===== src/host_bus_pkg.sv =====
package host_bus_pkg;

  localparam int ADDR_W = 10;
  localparam int PIN_W  = 16;
  localparam int WORD_W = 32;
  localparam int IDX_W  = 8;

  localparam logic [ADDR_W-1:0] RST_ADDR = 10'h000;
  localparam logic [WORD_W-1:0] RST_WORD = 32'h0000_0000;
  localparam logic [PIN_W-1:0]  RST_PINS = 16'h0000;
  localparam logic [1:0]        OE_OFF   = 2'h3;

  // Pin positions of the select bits carried with the address
  localparam int SP8_BIG   = 10;
  localparam int SP8_FIFO  = 11;
  localparam int SP16_BIG  = 9;
  localparam int SP16_FIFO = 10;
  localparam int DP8_BIG   = 2;
  localparam int DP8_FIFO  = 3;
  localparam int DP16_BIG  = 1;
  localparam int DP16_FIFO = 2;

  localparam logic [2:0] BEATS_8  = 3'h4;
  localparam logic [2:0] BEATS_16 = 3'h2;

  typedef struct packed {
    logic indexed;
    logic bus16;
    logic dual_phase;
    logic en_dir;
    logic cs_high;
    logic rd_high;
    logic wr_high;
    logic lo_high;
    logic hi_high;
    logic cs_qual;
  } host_cfg_t;

  typedef struct packed {
    logic              wr;
    logic              rd_done;
    logic              fifo;
    logic              big;
    logic [ADDR_W-1:0] addr;
    logic [WORD_W-1:0] wdata;
  } int_req_t;

  typedef enum logic [1:0] {ST_IDLE, ST_READ, ST_WRITE} cycle_t;

  // Lowest byte lane touched by one host beat
  function automatic logic [1:0] lane_base(input logic [1:0] off,
                                           input logic w16,
                                           input logic big);
    logic [1:0] rev;
    rev = 2'h3 - off - {1'b0, w16};
    return big ? rev : off;
  endfunction

  function automatic logic [WORD_W-1:0] expand_mask(input logic [3:0] m);
    return {{8{m[3]}}, {8{m[2]}}, {8{m[1]}}, {8{m[0]}}};
  endfunction

endpackage


===== src/sync2.sv =====
`timescale 1ns/10ps
`default_nettype none
module sync2 #(
  parameter int W = 1
) (
  input  wire logic         clk,
  input  wire logic [W-1:0] d,
  output var  logic [W-1:0] q
);

  logic [W-1:0] meta;

  // No reset: pins flush through while reset is held, so no false edge at release
  // First stage feeds only the second stage
  always_ff @(posedge clk) begin
    meta <= d;
    q    <= meta;
  end

endmodule
`default_nettype wire


===== src/byte_lanes.sv =====
`timescale 1ns/10ps
`default_nettype none
module byte_lanes
  import host_bus_pkg::*;
(
  input  wire logic [1:0]        off,
  input  wire logic              w16,
  input  wire logic              big,
  input  wire logic [PIN_W-1:0]  host_data,
  input  wire logic [WORD_W-1:0] word_in,
  output var  logic [WORD_W-1:0] place_data,
  output var  logic [3:0]        place_mask,
  output var  logic [PIN_W-1:0]  pick_data
);

  wire logic [1:0] base;
  wire logic [7:0] pick_byte;

  assign base = lane_base(off, w16, big);
  assign pick_byte = word_in[{base, 3'h0} +: 8];

  always_comb begin
    place_mask = w16 ? (4'h3 << base) : (4'h1 << base);
    place_data = w16 ? {host_data, host_data} : {4{host_data[7:0]}};
    pick_data  = w16 ? (base[1] ? word_in[31:16] : word_in[15:0])
                     : {8'h00, pick_byte};
  end

endmodule
`default_nettype wire


===== src/host_bus_unit.sv =====
// How it works
// - Config selects multiplexed or indexed addressing
// - Config selects 8-bit or 16-bit data
// - Beats assemble words; reads counted per word
// - Separate strobes or enable plus direction
// - Every control line polarity is configurable
// - Endianness per access, latched or configured
// - FIFO select routes writes TX, reads RX
// - Indexed burst reads toggle low address
// - Single phase 12 pins (11 in 16-bit), dual phase 8
// - Single phase captures all on low strobe
// - 8-bit single phase never drives upper pins
// - Optional chip select qualification of strobes
// - Address held until reset or relatch
// - Dual phase low/high strobes, either order
// - Dual phase upper pins unused or data
// - Registers, FIFOs, memories reached with swapping
// - Byte address 8-bit, word address 16-bit
// - Endian pin above address, FIFO two above
// - Write data on trailing edge, then word write
`timescale 1ns/10ps
`default_nettype none
module host_bus_unit
  import host_bus_pkg::*;
(
  input  wire logic              clk,
  input  wire logic              rst_n,
  input  wire host_cfg_t         cfg,
  input  wire logic              cs_in,
  input  wire logic              rd_or_dir_in,
  input  wire logic              wr_or_access_enable_in,
  input  wire logic              address_latch_low_strobe,
  input  wire logic              address_latch_high_strobe,
  input  wire logic [PIN_W-1:0]  ad_in,
  input  wire logic [1:0]        low_addr_in,
  input  wire logic              fifo_sel_in,
  input  wire logic              cfg_big_endian,
  input  wire logic [IDX_W-1:0]  index_dword,
  input  wire logic [WORD_W-1:0] rdata,
  output var  logic [PIN_W-1:0]  ad_out,
  output var  logic [1:0]        ad_oe_n,
  output var  logic              read_begin,
  output var  int_req_t          int_req
);

  localparam int SW = $bits(host_cfg_t) + PIN_W + 9;

  // Synchronised pins
  wire logic [SW-1:0] sync_d;
  wire logic [SW-1:0] sync_q;
  host_cfg_t          cs_cfg;
  wire logic          cs_raw;
  wire logic          rd_raw;
  wire logic          wr_raw;
  wire logic          lo_raw;
  wire logic          hi_raw;
  wire logic          fsel_s;
  wire logic          cbig_s;
  wire logic [PIN_W-1:0] ad_s;
  wire logic [1:0]    low_s;

  // Active levels and edges
  wire logic cs_act;
  wire logic rd_lvl;
  wire logic wr_lvl;
  wire logic lo_act;
  wire logic hi_act;
  wire logic rd_cyc;
  wire logic wr_cyc;
  wire logic rd_start;
  wire logic rd_end;
  wire logic wr_end;
  wire logic lo_ok;
  wire logic hi_ok;
  wire logic take_sp;
  wire logic take_dlo;
  wire logic take_dhi;

  logic              cs_prev;
  logic              rd_prev;
  logic              wr_prev;
  logic              lo_prev;
  logic              hi_prev;
  logic [PIN_W-1:0]  ad_prev;

  // Latched address state
  logic [ADDR_W-1:0] addr;
  logic              big;
  logic              fifo;
  wire logic [ADDR_W-1:0] sp_addr;
  wire logic              sp_big;
  wire logic              sp_fifo;
  wire logic [ADDR_W-1:0] lo_addr;
  wire logic [ADDR_W-1:0] dlo_addr;
  wire logic [ADDR_W-1:0] hi_addr;
  wire logic              dp_big;
  wire logic              dp_fifo;
  wire logic [ADDR_W-1:0] next_addr;
  wire logic              next_big;
  wire logic              next_fifo;

  // Effective access target
  wire logic [ADDR_W-1:0] cur_addr;
  wire logic              cur_big;
  wire logic              cur_fifo;

  // Data path
  cycle_t            state;
  cycle_t            next_state;
  logic [2:0]        wr_cnt;
  logic [2:0]        rd_cnt;
  logic [WORD_W-1:0] asm_word;
  logic              write_armed;
  wire logic [2:0]   beats;
  wire logic         last_wr;
  wire logic         last_rd;
  wire logic         wr_take;
  wire logic [WORD_W-1:0] place_data;
  wire logic [3:0]        place_mask;
  wire logic [PIN_W-1:0]  pick_data;
  wire logic [WORD_W-1:0] lane_mask;
  wire logic [WORD_W-1:0] next_asm;
  wire logic [1:0]        drive_oe_n;

  assign sync_d = {cfg, cs_in, rd_or_dir_in, wr_or_access_enable_in,
                   address_latch_low_strobe, address_latch_high_strobe,
                   ad_in, low_addr_in, fifo_sel_in, cfg_big_endian};

  sync2 #(.W(SW)) u_sync (
    .clk   (clk),
    .d     (sync_d),
    .q     (sync_q)
  );

  assign {cs_cfg, cs_raw, rd_raw, wr_raw, lo_raw, hi_raw,
          ad_s, low_s, fsel_s, cbig_s} = sync_q;

  assign cs_act = ~(cs_raw ^ cs_cfg.cs_high);
  assign rd_lvl = ~(rd_raw ^ cs_cfg.rd_high);
  assign wr_lvl = ~(wr_raw ^ cs_cfg.wr_high);
  assign lo_act = ~(lo_raw ^ cs_cfg.lo_high);
  assign hi_act = ~(hi_raw ^ cs_cfg.hi_high);

  // Enable mode: direction active means read
  assign rd_cyc = cs_cfg.en_dir ? (cs_act & wr_lvl & rd_lvl)
                                : (cs_act & rd_lvl);
  assign wr_cyc = cs_cfg.en_dir ? (cs_act & wr_lvl & ~rd_lvl)
                                : (cs_act & wr_lvl);

  assign rd_start = rd_cyc & ~rd_prev;
  assign rd_end   = rd_prev & ~rd_cyc;
  assign wr_end   = wr_prev & ~wr_cyc;

  // Qualification looks at chip select while the strobe was still active
  assign lo_ok = ~cs_cfg.cs_qual | cs_prev;
  assign hi_ok = ~cs_cfg.cs_qual | cs_prev;

  assign take_sp  = ~cs_cfg.indexed & ~cs_cfg.dual_phase
                    & lo_prev & ~lo_act & lo_ok;
  assign take_dlo = ~cs_cfg.indexed & cs_cfg.dual_phase
                    & lo_prev & ~lo_act & lo_ok;
  assign take_dhi = ~cs_cfg.indexed & cs_cfg.dual_phase
                    & hi_prev & ~hi_act & hi_ok;

  // Single phase: pins 0 to 11 (0 to 10 in 16-bit), upper pins unused; 16-bit shifts by one word bit
  assign sp_addr = cs_cfg.bus16 ? {ad_prev[8:0], 1'b0}
                                : ad_prev[ADDR_W-1:0];
  assign sp_big  = cs_cfg.bus16 ? ad_prev[SP16_BIG] : ad_prev[SP8_BIG];
  assign sp_fifo = cs_cfg.bus16 ? ad_prev[SP16_FIFO]
                                : ad_prev[SP8_FIFO];

  // Dual phase: only the low eight pins carry address
  assign lo_addr  = cs_cfg.bus16 ? {addr[9], ad_prev[7:0], 1'b0}
                                 : {addr[9:8], ad_prev[7:0]};
  assign dlo_addr = take_dlo ? lo_addr : addr;
  assign hi_addr  = cs_cfg.bus16 ? {ad_prev[0], dlo_addr[8:0]}
                                 : {ad_prev[1:0], dlo_addr[7:0]};
  assign dp_big   = cs_cfg.bus16 ? ad_prev[DP16_BIG] : ad_prev[DP8_BIG];
  assign dp_fifo  = cs_cfg.bus16 ? ad_prev[DP16_FIFO]
                                 : ad_prev[DP8_FIFO];

  // Strobes may come in either order, or in the same cycle
  assign next_addr = take_sp  ? sp_addr :
                     take_dhi ? hi_addr : dlo_addr;
  assign next_big  = take_sp  ? sp_big  :
                     take_dhi ? dp_big  : big;
  assign next_fifo = take_sp  ? sp_fifo :
                     take_dhi ? dp_fifo : fifo;

  // Indexed mode: upper bits from the index, low bits straight from pins (bit 0 forced low in 16-bit)
  assign cur_addr = cs_cfg.indexed
                    ? {index_dword, low_s[1], low_s[0] & ~cs_cfg.bus16}
                    : addr;
  assign cur_big  = cs_cfg.indexed ? cbig_s : big;
  assign cur_fifo = cs_cfg.indexed ? fsel_s : fifo;

  assign beats   = cs_cfg.bus16 ? BEATS_16 : BEATS_8;
  assign last_wr = (wr_cnt == beats - 3'h1);
  assign last_rd = (rd_cnt == beats - 3'h1);
  // Writes after reset are dropped until the host has read once
  assign wr_take = wr_end & write_armed;

  byte_lanes u_lanes (
    .off        (cur_addr[1:0]),
    .w16        (cs_cfg.bus16),
    .big        (cur_big),
    .host_data  (ad_prev),
    .word_in    (rdata),
    .place_data (place_data),
    .place_mask (place_mask),
    .pick_data  (pick_data)
  );

  assign lane_mask = expand_mask(place_mask);
  assign next_asm  = (asm_word & ~lane_mask)
                     | (place_data & lane_mask);

  // Upper pins stay released whenever the bus is 8 bits wide
  assign drive_oe_n = {~cs_cfg.bus16, 1'b0};

  always_comb begin
    next_state = state;
    case (state)
      ST_IDLE: begin
        if (rd_start) begin
          next_state = ST_READ;
        end else if (wr_cyc) begin
          next_state = ST_WRITE;
        end
      end
      ST_READ: begin
        if (!rd_cyc) begin
          next_state = ST_IDLE;
        end
      end
      ST_WRITE: begin
        if (!wr_cyc) begin
          next_state = ST_IDLE;
        end
      end
      default: begin
        next_state = ST_IDLE;
      end
    endcase
  end

  always_ff @(posedge clk) begin
    if (!rst_n) begin
      cs_prev <= 1'b0;
      rd_prev <= 1'b0;
      wr_prev <= 1'b0;
      lo_prev <= 1'b0;
      hi_prev <= 1'b0;
      ad_prev <= RST_PINS;
    end else begin
      cs_prev <= cs_act;
      rd_prev <= rd_cyc;
      wr_prev <= wr_cyc;
      lo_prev <= lo_act;
      hi_prev <= hi_act;
      ad_prev <= ad_s;
    end
  end

  // Address survives any number of data cycles
  always_ff @(posedge clk) begin
    if (!rst_n) begin
      addr <= RST_ADDR;
      big  <= 1'b0;
      fifo <= 1'b0;
    end else begin
      addr <= next_addr;
      big  <= next_big;
      fifo <= next_fifo;
    end
  end

  always_ff @(posedge clk) begin
    if (!rst_n) begin
      state       <= ST_IDLE;
      write_armed <= 1'b0;
    end else begin
      state <= next_state;
      if (rd_end) begin
        write_armed <= 1'b1;
      end
    end
  end

  // Write beats fill lanes in any order; a count closes the word
  always_ff @(posedge clk) begin
    if (!rst_n) begin
      wr_cnt   <= 3'h0;
      asm_word <= RST_WORD;
    end else if (wr_take) begin
      asm_word <= next_asm;
      wr_cnt   <= last_wr ? 3'h0 : wr_cnt + 3'h1;
    end
  end

  // Read beats are only counted; repeats of a lane are not caught
  always_ff @(posedge clk) begin
    if (!rst_n) begin
      rd_cnt <= 3'h0;
    end else if (rd_end) begin
      rd_cnt <= last_rd ? 3'h0 : rd_cnt + 3'h1;
    end
  end

  // Data is picked when the read opens so live bits hold still
  always_ff @(posedge clk) begin
    if (!rst_n) begin
      ad_out     <= RST_PINS;
      ad_oe_n    <= OE_OFF;
      read_begin <= 1'b0;
    end else begin
      read_begin <= rd_start;
      if (rd_start) begin
        ad_out  <= pick_data;
        ad_oe_n <= drive_oe_n;
      end else if (next_state != ST_READ) begin
        ad_oe_n <= OE_OFF;
      end
    end
  end

  always_ff @(posedge clk) begin
    if (!rst_n) begin
      int_req <= '0;
    end else begin
      int_req.addr    <= cur_addr;
      int_req.big     <= cur_big;
      int_req.fifo    <= cur_fifo;
      int_req.wr      <= wr_take & last_wr;
      int_req.rd_done <= rd_end & last_rd;
      if (wr_take && last_wr) begin
        int_req.wdata <= next_asm;
      end
    end
  end

endmodule
`default_nettype wire


===== config.mk =====
export PLATFORM = sky130hd
export DESIGN_NAME = host_bus_unit
export DESIGN_NICKNAME = d
export VERILOG_FILES = /design/src/host_bus_pkg.sv /design/src/sync2.sv /design/src/byte_lanes.sv /design/src/host_bus_unit.sv
export SDC_FILE = /design/constraint.sdc
export NUM_CORES = 1
export LEC_CHECK = 0
export BUFFER_PORTS_ARGS = -buffer_cell sky130_fd_sc_hd__buf_2
export CORE_MARGIN = 8
export CORE_UTILIZATION = 49
export DETAILED_ROUTE_END_ITERATION = 8
export PLACE_DENSITY = 0.75
export SLEW_MARGIN = 30
export SYNTH_ARGS = -nofsm -noshare
export SYNTH_HDL_FRONTEND = slang
export SYNTH_SLANG_ARGS = --single-unit

===== constraint.sdc =====
create_clock -name clk -period 3 [get_ports clk]
set_input_delay 0.15 -clock clk [delete_from_list [all_inputs] [get_ports clk]]
set_output_delay 0.15 -clock clk [all_outputs]
set_load 0.01 [all_outputs]

# After elaboration in Yosys (flattened, before gate mapping)
# Index checks and enable logic that the tools add are counted.
[totals]
reg_bits = 209
input_bits = 77
out_inout_bits = 65
wordCells = 121
[op_classes]
add_sub_neg = 5
n_eq_ne = 5
shift = 3
n_mux = 34
bitwise = 44
n_reduce_logical = 4
[op_table]
columns = ["cell", "n"]
rows = [
  ["bitwise AND 32 bit", 2],
  ["two-way mux 10 bit", 5],
  ["two-way mux 16 bit", 2],
  ["two-way mux 32 bit", 1],
  ["inverter 32 bit", 1],
  ["bitwise OR 32 bit", 1],
  ["indexed part select 32 x 6 -> 8 bit", 1],
  ["bitwise AND 1 bit", 22],
  ["two-way mux 9 bit", 2],
  ["two-way mux 2 bit", 7],
  ["two-way mux 1 bit", 12],
  ["inverter 1 bit", 12],
  ["two-way mux 3 bit", 3],
  ["adder 3 x 1 -> 3 bit, second input constant", 2],
  ["== test 3 bit", 2],
  ["case mux 2 bit (3 select lines)", 1],
  ["bitwise XOR 1 bit", 5],
  ["two-way mux 4 bit", 1],
  ["nonzero test 2 bit", 2],
  ["left shift 1 x 2 -> 4 bit, first input constant", 1],
  ["left shift 2 x 2 -> 4 bit, first input constant", 1],
  ["subtractor 3 x 1 -> 3 bit, second input constant", 1],
  ["== test 2 x 1 -> 1 bit, second input constant", 1],
  ["== test 2 bit, second input constant", 1],
  ["6 further kinds", 6],
]

# Depth between registers and ports, before layout
[logic_depth]
word_depth = 11
depth_mapped = 11
ltp_nobuf = 8

# Hierarchy
# A second synthesis with hierarchy kept.
[unflattened]
cells_unflattened = 758
area_unflattened_um2 = 7951.4
[by_module_without_submodules]
columns = ["module", "instances", "cells_each", "area_each_um2", "seq_area_each_um2"]
rows = [
  ["host_bus_unit", 1, 569, 5790.6, 2782.7],
  ["sync2", 1, 70, 1401.3, 1401.3],
  ["byte_lanes", 1, 119, 759.5, 0.0],
]

# Worst setup path after synthesis
# No wires, ideal clock.
[synth_path]
path_type = "reg-to-reg"
from = "register u_sync.q[34]"
to = "register int_req[6] in the netlist's numbering"
setup_ps = 127
t_arrival_ps = 2881
required_ps = 2873
slack_ps = -8
path_stages_with_launch = 12
n_path_buf = 4
cell_sequence = "dfxtp_1 -> buf_2 -> buf_1 -> mux2i_1 -> ha_1 -> nor2b_1 -> mux2_2 -> buf_2 -> nor3_4 -> buf_2 -> mux2i_1 -> o2bb2ai_1"
[synth_via]
elab_chain_cells = 9
word_cells_on_any_way = 12
cone_classes = "add/sub (2); shift (2); mux (4); bitwise (4)"
[synth_lines]
columns = ["item", "line", "text"]
rows = [
  ["start: declaration", "sync2.sv:8", "output var logic [W-1:0] q"],
  ["start signal: assignment", "sync2.sv:17", "q <= meta;"],
  ["two-way mux 10 bit *", "host_bus_unit.sv:192", "? {index_dword, low_s[1], low_s[0] & ~cs_cfg.bus16}"],
  ["via cur_addr[0]", "host_bus_unit.sv:103", "wire logic [ADDR_W-1:0] cur_addr;"],
  ["subtractor 2 bit", "host_bus_pkg.sv:55", "rev = 2'h3 - off - {1'b0, w16};"],
  ["subtractor 2 x 1 -> 2 bit", "host_bus_pkg.sv:55", ""],
  ["two-way mux 2 bit *", "host_bus_pkg.sv:56", "return big ? rev : off;"],
  ["left shift 2 x 2 -> 4 bit / left shift 1 x 2 -> 4 bit (equally long branches)", "byte_lanes.sv:23", "place_mask = w16 ? (4'h3 << base) : (4'h1 << base);"],
  ["two-way mux 4 bit *", "byte_lanes.sv:23", ""],
  ["inverter 32 bit", "host_bus_unit.sv:215", "assign next_asm = (asm_word & ~lane_mask)"],
  ["bitwise AND 32 bit", "host_bus_unit.sv:215", ""],
  ["bitwise OR 32 bit *", "host_bus_unit.sv:216", "| (place_data & lane_mask);"],
  ["end: declaration", "host_bus_unit.sv:43", "output var int_req_t int_req"],
]
# Mark *: on every way through the listed nets, which the timed path passes. The rest lies on a longest branch.
# A chain may end at the register's enable or synchronous reset.

# Final worst setup path
[layout_path]
from = "register u_sync.q[33]"
to = "register asm_word[20]"
[layout_via]
elab_chain_cells = 11
word_cells_on_any_way = 13
cone_classes = "add/sub (2); shift (2); mux (3); bitwise (6)"
[layout_lines]
columns = ["item", "line", "text"]
rows = [
  ["inverter 1 bit *", "host_bus_unit.sv:192", ""],
  ["bitwise AND 1 bit *", "host_bus_unit.sv:192", ""],
  ["two-way mux 10 bit *", "host_bus_unit.sv:192", ""],
  ["via cur_addr[0]", "host_bus_unit.sv:103", ""],
  ["subtractor 2 bit", "host_bus_pkg.sv:55", ""],
  ["subtractor 2 x 1 -> 2 bit", "host_bus_pkg.sv:55", ""],
  ["two-way mux 2 bit *", "host_bus_pkg.sv:56", ""],
  ["left shift 2 x 2 -> 4 bit / left shift 1 x 2 -> 4 bit (equally long branches)", "byte_lanes.sv:23", ""],
  ["two-way mux 4 bit *", "byte_lanes.sv:23", ""],
  ["inverter 32 bit", "host_bus_unit.sv:215", ""],
  ["bitwise AND 32 bit", "host_bus_unit.sv:215", ""],
  ["bitwise OR 32 bit *", "host_bus_unit.sv:216", ""],
  ["end signal: assignment", "host_bus_unit.sv:296", "asm_word <= next_asm;"],
  ["end: declaration", "host_bus_unit.sv:112", "logic [WORD_W-1:0] asm_word;"],
]
# Marks and branches as above.

==> impl_metrics.csv <==
group,metric,value,unit
floorplanning,core_area,15000,µm²
cts,cts.hold.buffers_added,43,
setup_path,slowest_stage,"a211oi_4",
setup_path,regToRegStartpoint,"u_sync.q[33]",
logic_synthesis,netlist_area,7390,µm²
routing,wl_per_cell,16.9,µm
sta,post-route-period-util,83.9,%
power,p_leak,4.04,nW
routing,drtIter0Drc,387,
logic_synthesis,syn_area_per_cell,10.6,µm²
power,ir_drop,0.000481,V
setup_path,cp_data_required_time,3360,ps
finish,drive_above_1_share,24.2,%
setup_path,start_kind,"flip-flop",
setup_path,crit_chain,"nand2b_1, mux2i_1, ha_1, nor2b_1, mux2_2, a211oi_4, nor3_4, mux2i_1",
finish,layout_common_cells,"209 x dfxtp_1, 141 x buf_2, 53 x nand2_1",
routing,ant_nets,0,
sta,slew_viol_final,0,
power,powerDensity,646,nW/µm²
sta,fmax,0.397,GHz
sta,rsz0062_at_grt,"false",
finish,mostFrequentLayoutCell,"dfxtp_1",
routing,via_per_inst,5.37,
finish,multi_input_area,3010,µm²
sta,finalHoldViolCount,0,
sta,setup_violations,0,
placement,dp_cells,1001,
logic_synthesis,ys_ff_latch,209,
setup_path,worst-path-max-fanout,11,
sta,relSlewSlack,48.8,%
floorplanning,die_y,139,µm
sta,holdWs,49.9,ps
sta,tightest_slew,764,ps
setup_path,worstSetupEndpointType,"flip-flop",
floorplanning,ioPinCount,142,
cts,path_clk_slew,60,ps
routing,dr.pass1.iters,4,
setup_path,max_stage_delay,520,ps
cts,post-cts-setup-buffer-count,0,
status,status,"finished, final reports clean",
routing,postRouteWirelength,18.3,mm
floorplanning,die-area,19300,µm²
finish,diodes,0,
sta,fin_setup_tns,0,ps
finish,fillers,1191,
cts,h-tree-depth,1,
cts,cts-root-buf,"clkbuf_16",
cts,cts.sinks,209,
flow_run,max-cap-violations,0,
global_route,grt_pass1_wl,30.4,mm
routing,vias,5814,
floorplanning,chipWidth,139,µm
logic_synthesis,ys_warn_count,0,
finish,seq_area,4180,µm²
global_route,grt_pass1_vias,5850,
logic_synthesis,synth_cell_types,48,
setup_path,critical_path_class,"reg2reg",
placement,portBuffers,141,
sta,min_period,2520,ps
finish,finalNonFillerCells,1083,
floorplanning,num_rows,45,
global_route,grt_overflow,0,
logic_synthesis,synth.yosys.seq_area_share,56.6,%
setup_path,worst_ep_arrival_time,2870,ps
placement,hpwl,12.4,mm
cts,cts_tree,"built",
finish,synthToLayoutAreaGrowth,28.3,%
cts,numCtsBuffers,22,
setup_path,crit_path_start,"u_sync.q[33]",
floorplanning,start_util,49.3,%
finish,nets,960,
min_path,min_path_type,"in2reg",
routing,drc,0,
global_route,grt_start_max_net_pins,43,
global_route,antenna_found_initial,0,
min_path,hold_start,"rdata[9]",
logic_synthesis,syn_inst,700,
placement,gp_congestion,0.881,
cts,insertion_delay,490,ps
logic_synthesis,syn_nets,780,
global_route,track_usage,18.8,%
sta,final.setup_skew,11.8,ps
power,total_power,6.12,mW
cts,clk_path_buf_depth,3,
setup_path,path_common_cell,"mux2i_1",
cts,ctsResizeCount,0,
[where the power goes]
group,total [mW],internal (mW),switching (mW)
sequential,2.93,2.88,0.0514
combinational,0.500,0.219,0.281
clock,2.70,1.66,1.04
[critical path: cells and delay by family (launching register included)]
kind	cells	cell delay [ps]
simple gates	3	570
flops	1	320
fa+ha+maj	1	210
compound gates	1	520
mux	3	760
[metal layers]
| metal | track usage, % | wire (µm) | vias up |
|---|---|---|---|
| met4 | 6.41 | 439 | 0 |
| li1 | - | - | 2860 |
| met1 | 24.0 | 8120 | 2686 |
| met2 | 30.3 | 8220 | 232 |
| met3 | 5.09 | 1560 | 36 |
| met5 | 0 | 0 | - |
[through the flow]
step / instance area [µm²] / setup slack, ps / utilization, %
finish: 9480 / 482 / 63.3
global route: 9480 / 291 / 63.3
CTS: 9480 / 485 / 63.3
detailed placement: 8310 / 490 / 55.5
global placement: 8300 / 416 / 55.4
floorplan: 7390 / 244 / -
[synthesized netlist by cell type, drive strengths merged]
master,n,area [µm²]
o22ai,1,12.5
a21o,14,105
mux2i,47,470
nor4b,1,15.0
nor4,2,18.8
a2111o,1,11.3
inv,7,26.3
and3,10,62.6
clkinv,2,7.51
nor2,32,120
ha,3,37.5
o2bb2ai,32,280
nor3b,3,22.5
a21bo,7,70.1
or2,1,6.26
buf,13,57.6
nand3,21,105
o21ai,31,155
a311oi,3,26.3
nand2b,3,18.8
clkbuf,33,124
and4,1,8.76
a221oi,1,26.3
a21oi,28,144
mux2,3,33.8
nor2b,12,75.1
xnor2,7,61.3
a31oi,11,68.8
o311a,16,160
o31ai,8,60.1
o211ai,3,27.5
o32ai,1,8.76
o21a,2,15.0
o21bai,17,128
dfxtp,209,4180
a21boi,10,75.1
and2,23,144
nor3,14,92.6
a211oi,8,72.6
a221o,1,10.0
nand2,53,199
xor2,5,43.8
[sequential cells by signal, summed over array words and instances (netlist names)]
| signal | flops |
|---|---|
| wr_prev | 1 |
| rd_cnt | 3 |
| wr_cnt | 3 |
| big | 1 |
| u_sync.q | 35 |
| ad_oe_n | 2 |
| rd_prev | 1 |
| int_req | 46 |
| state | 2 |
| addr | 10 |
| lo_prev | 1 |
| asm_word | 32 |
| read_begin | 1 |
| ad_prev | 16 |
| write_armed | 1 |
| fifo | 1 |
| cs_prev | 1 |
| hi_prev | 1 |
| ad_out | 16 |
| u_sync.meta | 35 |
[final timing paths]
kind,depth (start not counted),slack [ps],to
worst max-delay path,8,480,asm_word[20]
worst min-delay path,4,50,ad_out[9]
worst max register to register,8,480,asm_word[20]
worst min register to register,0,320,u_sync.q[13]
[area by class of cell]
type	count	share of cell area [%]
Inverter	9	0.356
Clock buffer	34	7.25
Clock inverter	5	0.568
Tap cell	188	2.48
Sequential cell	209	44.1
Timing Repair Buffer	202	13.4
Multi-Input combinational cell	436	31.8
[cell families (layout without fill, tap and decap cells)]
kind of cell             count (synthesis)  after routing  synth area share, %
AND/OR/NAND/NOR                        176            176                 12.0
adder cells (fa/ha/maj)                  3              3                0.508
multiplexers                            50             50                 6.82
XOR/XNOR                                12             12                 1.42
AO/OA/AOI/OAI                          195            195                 19.7
flip-flops                             209            209                 56.6
buffers and inverters                   55            250                 2.91
Power figures use the tool's default switching activity.
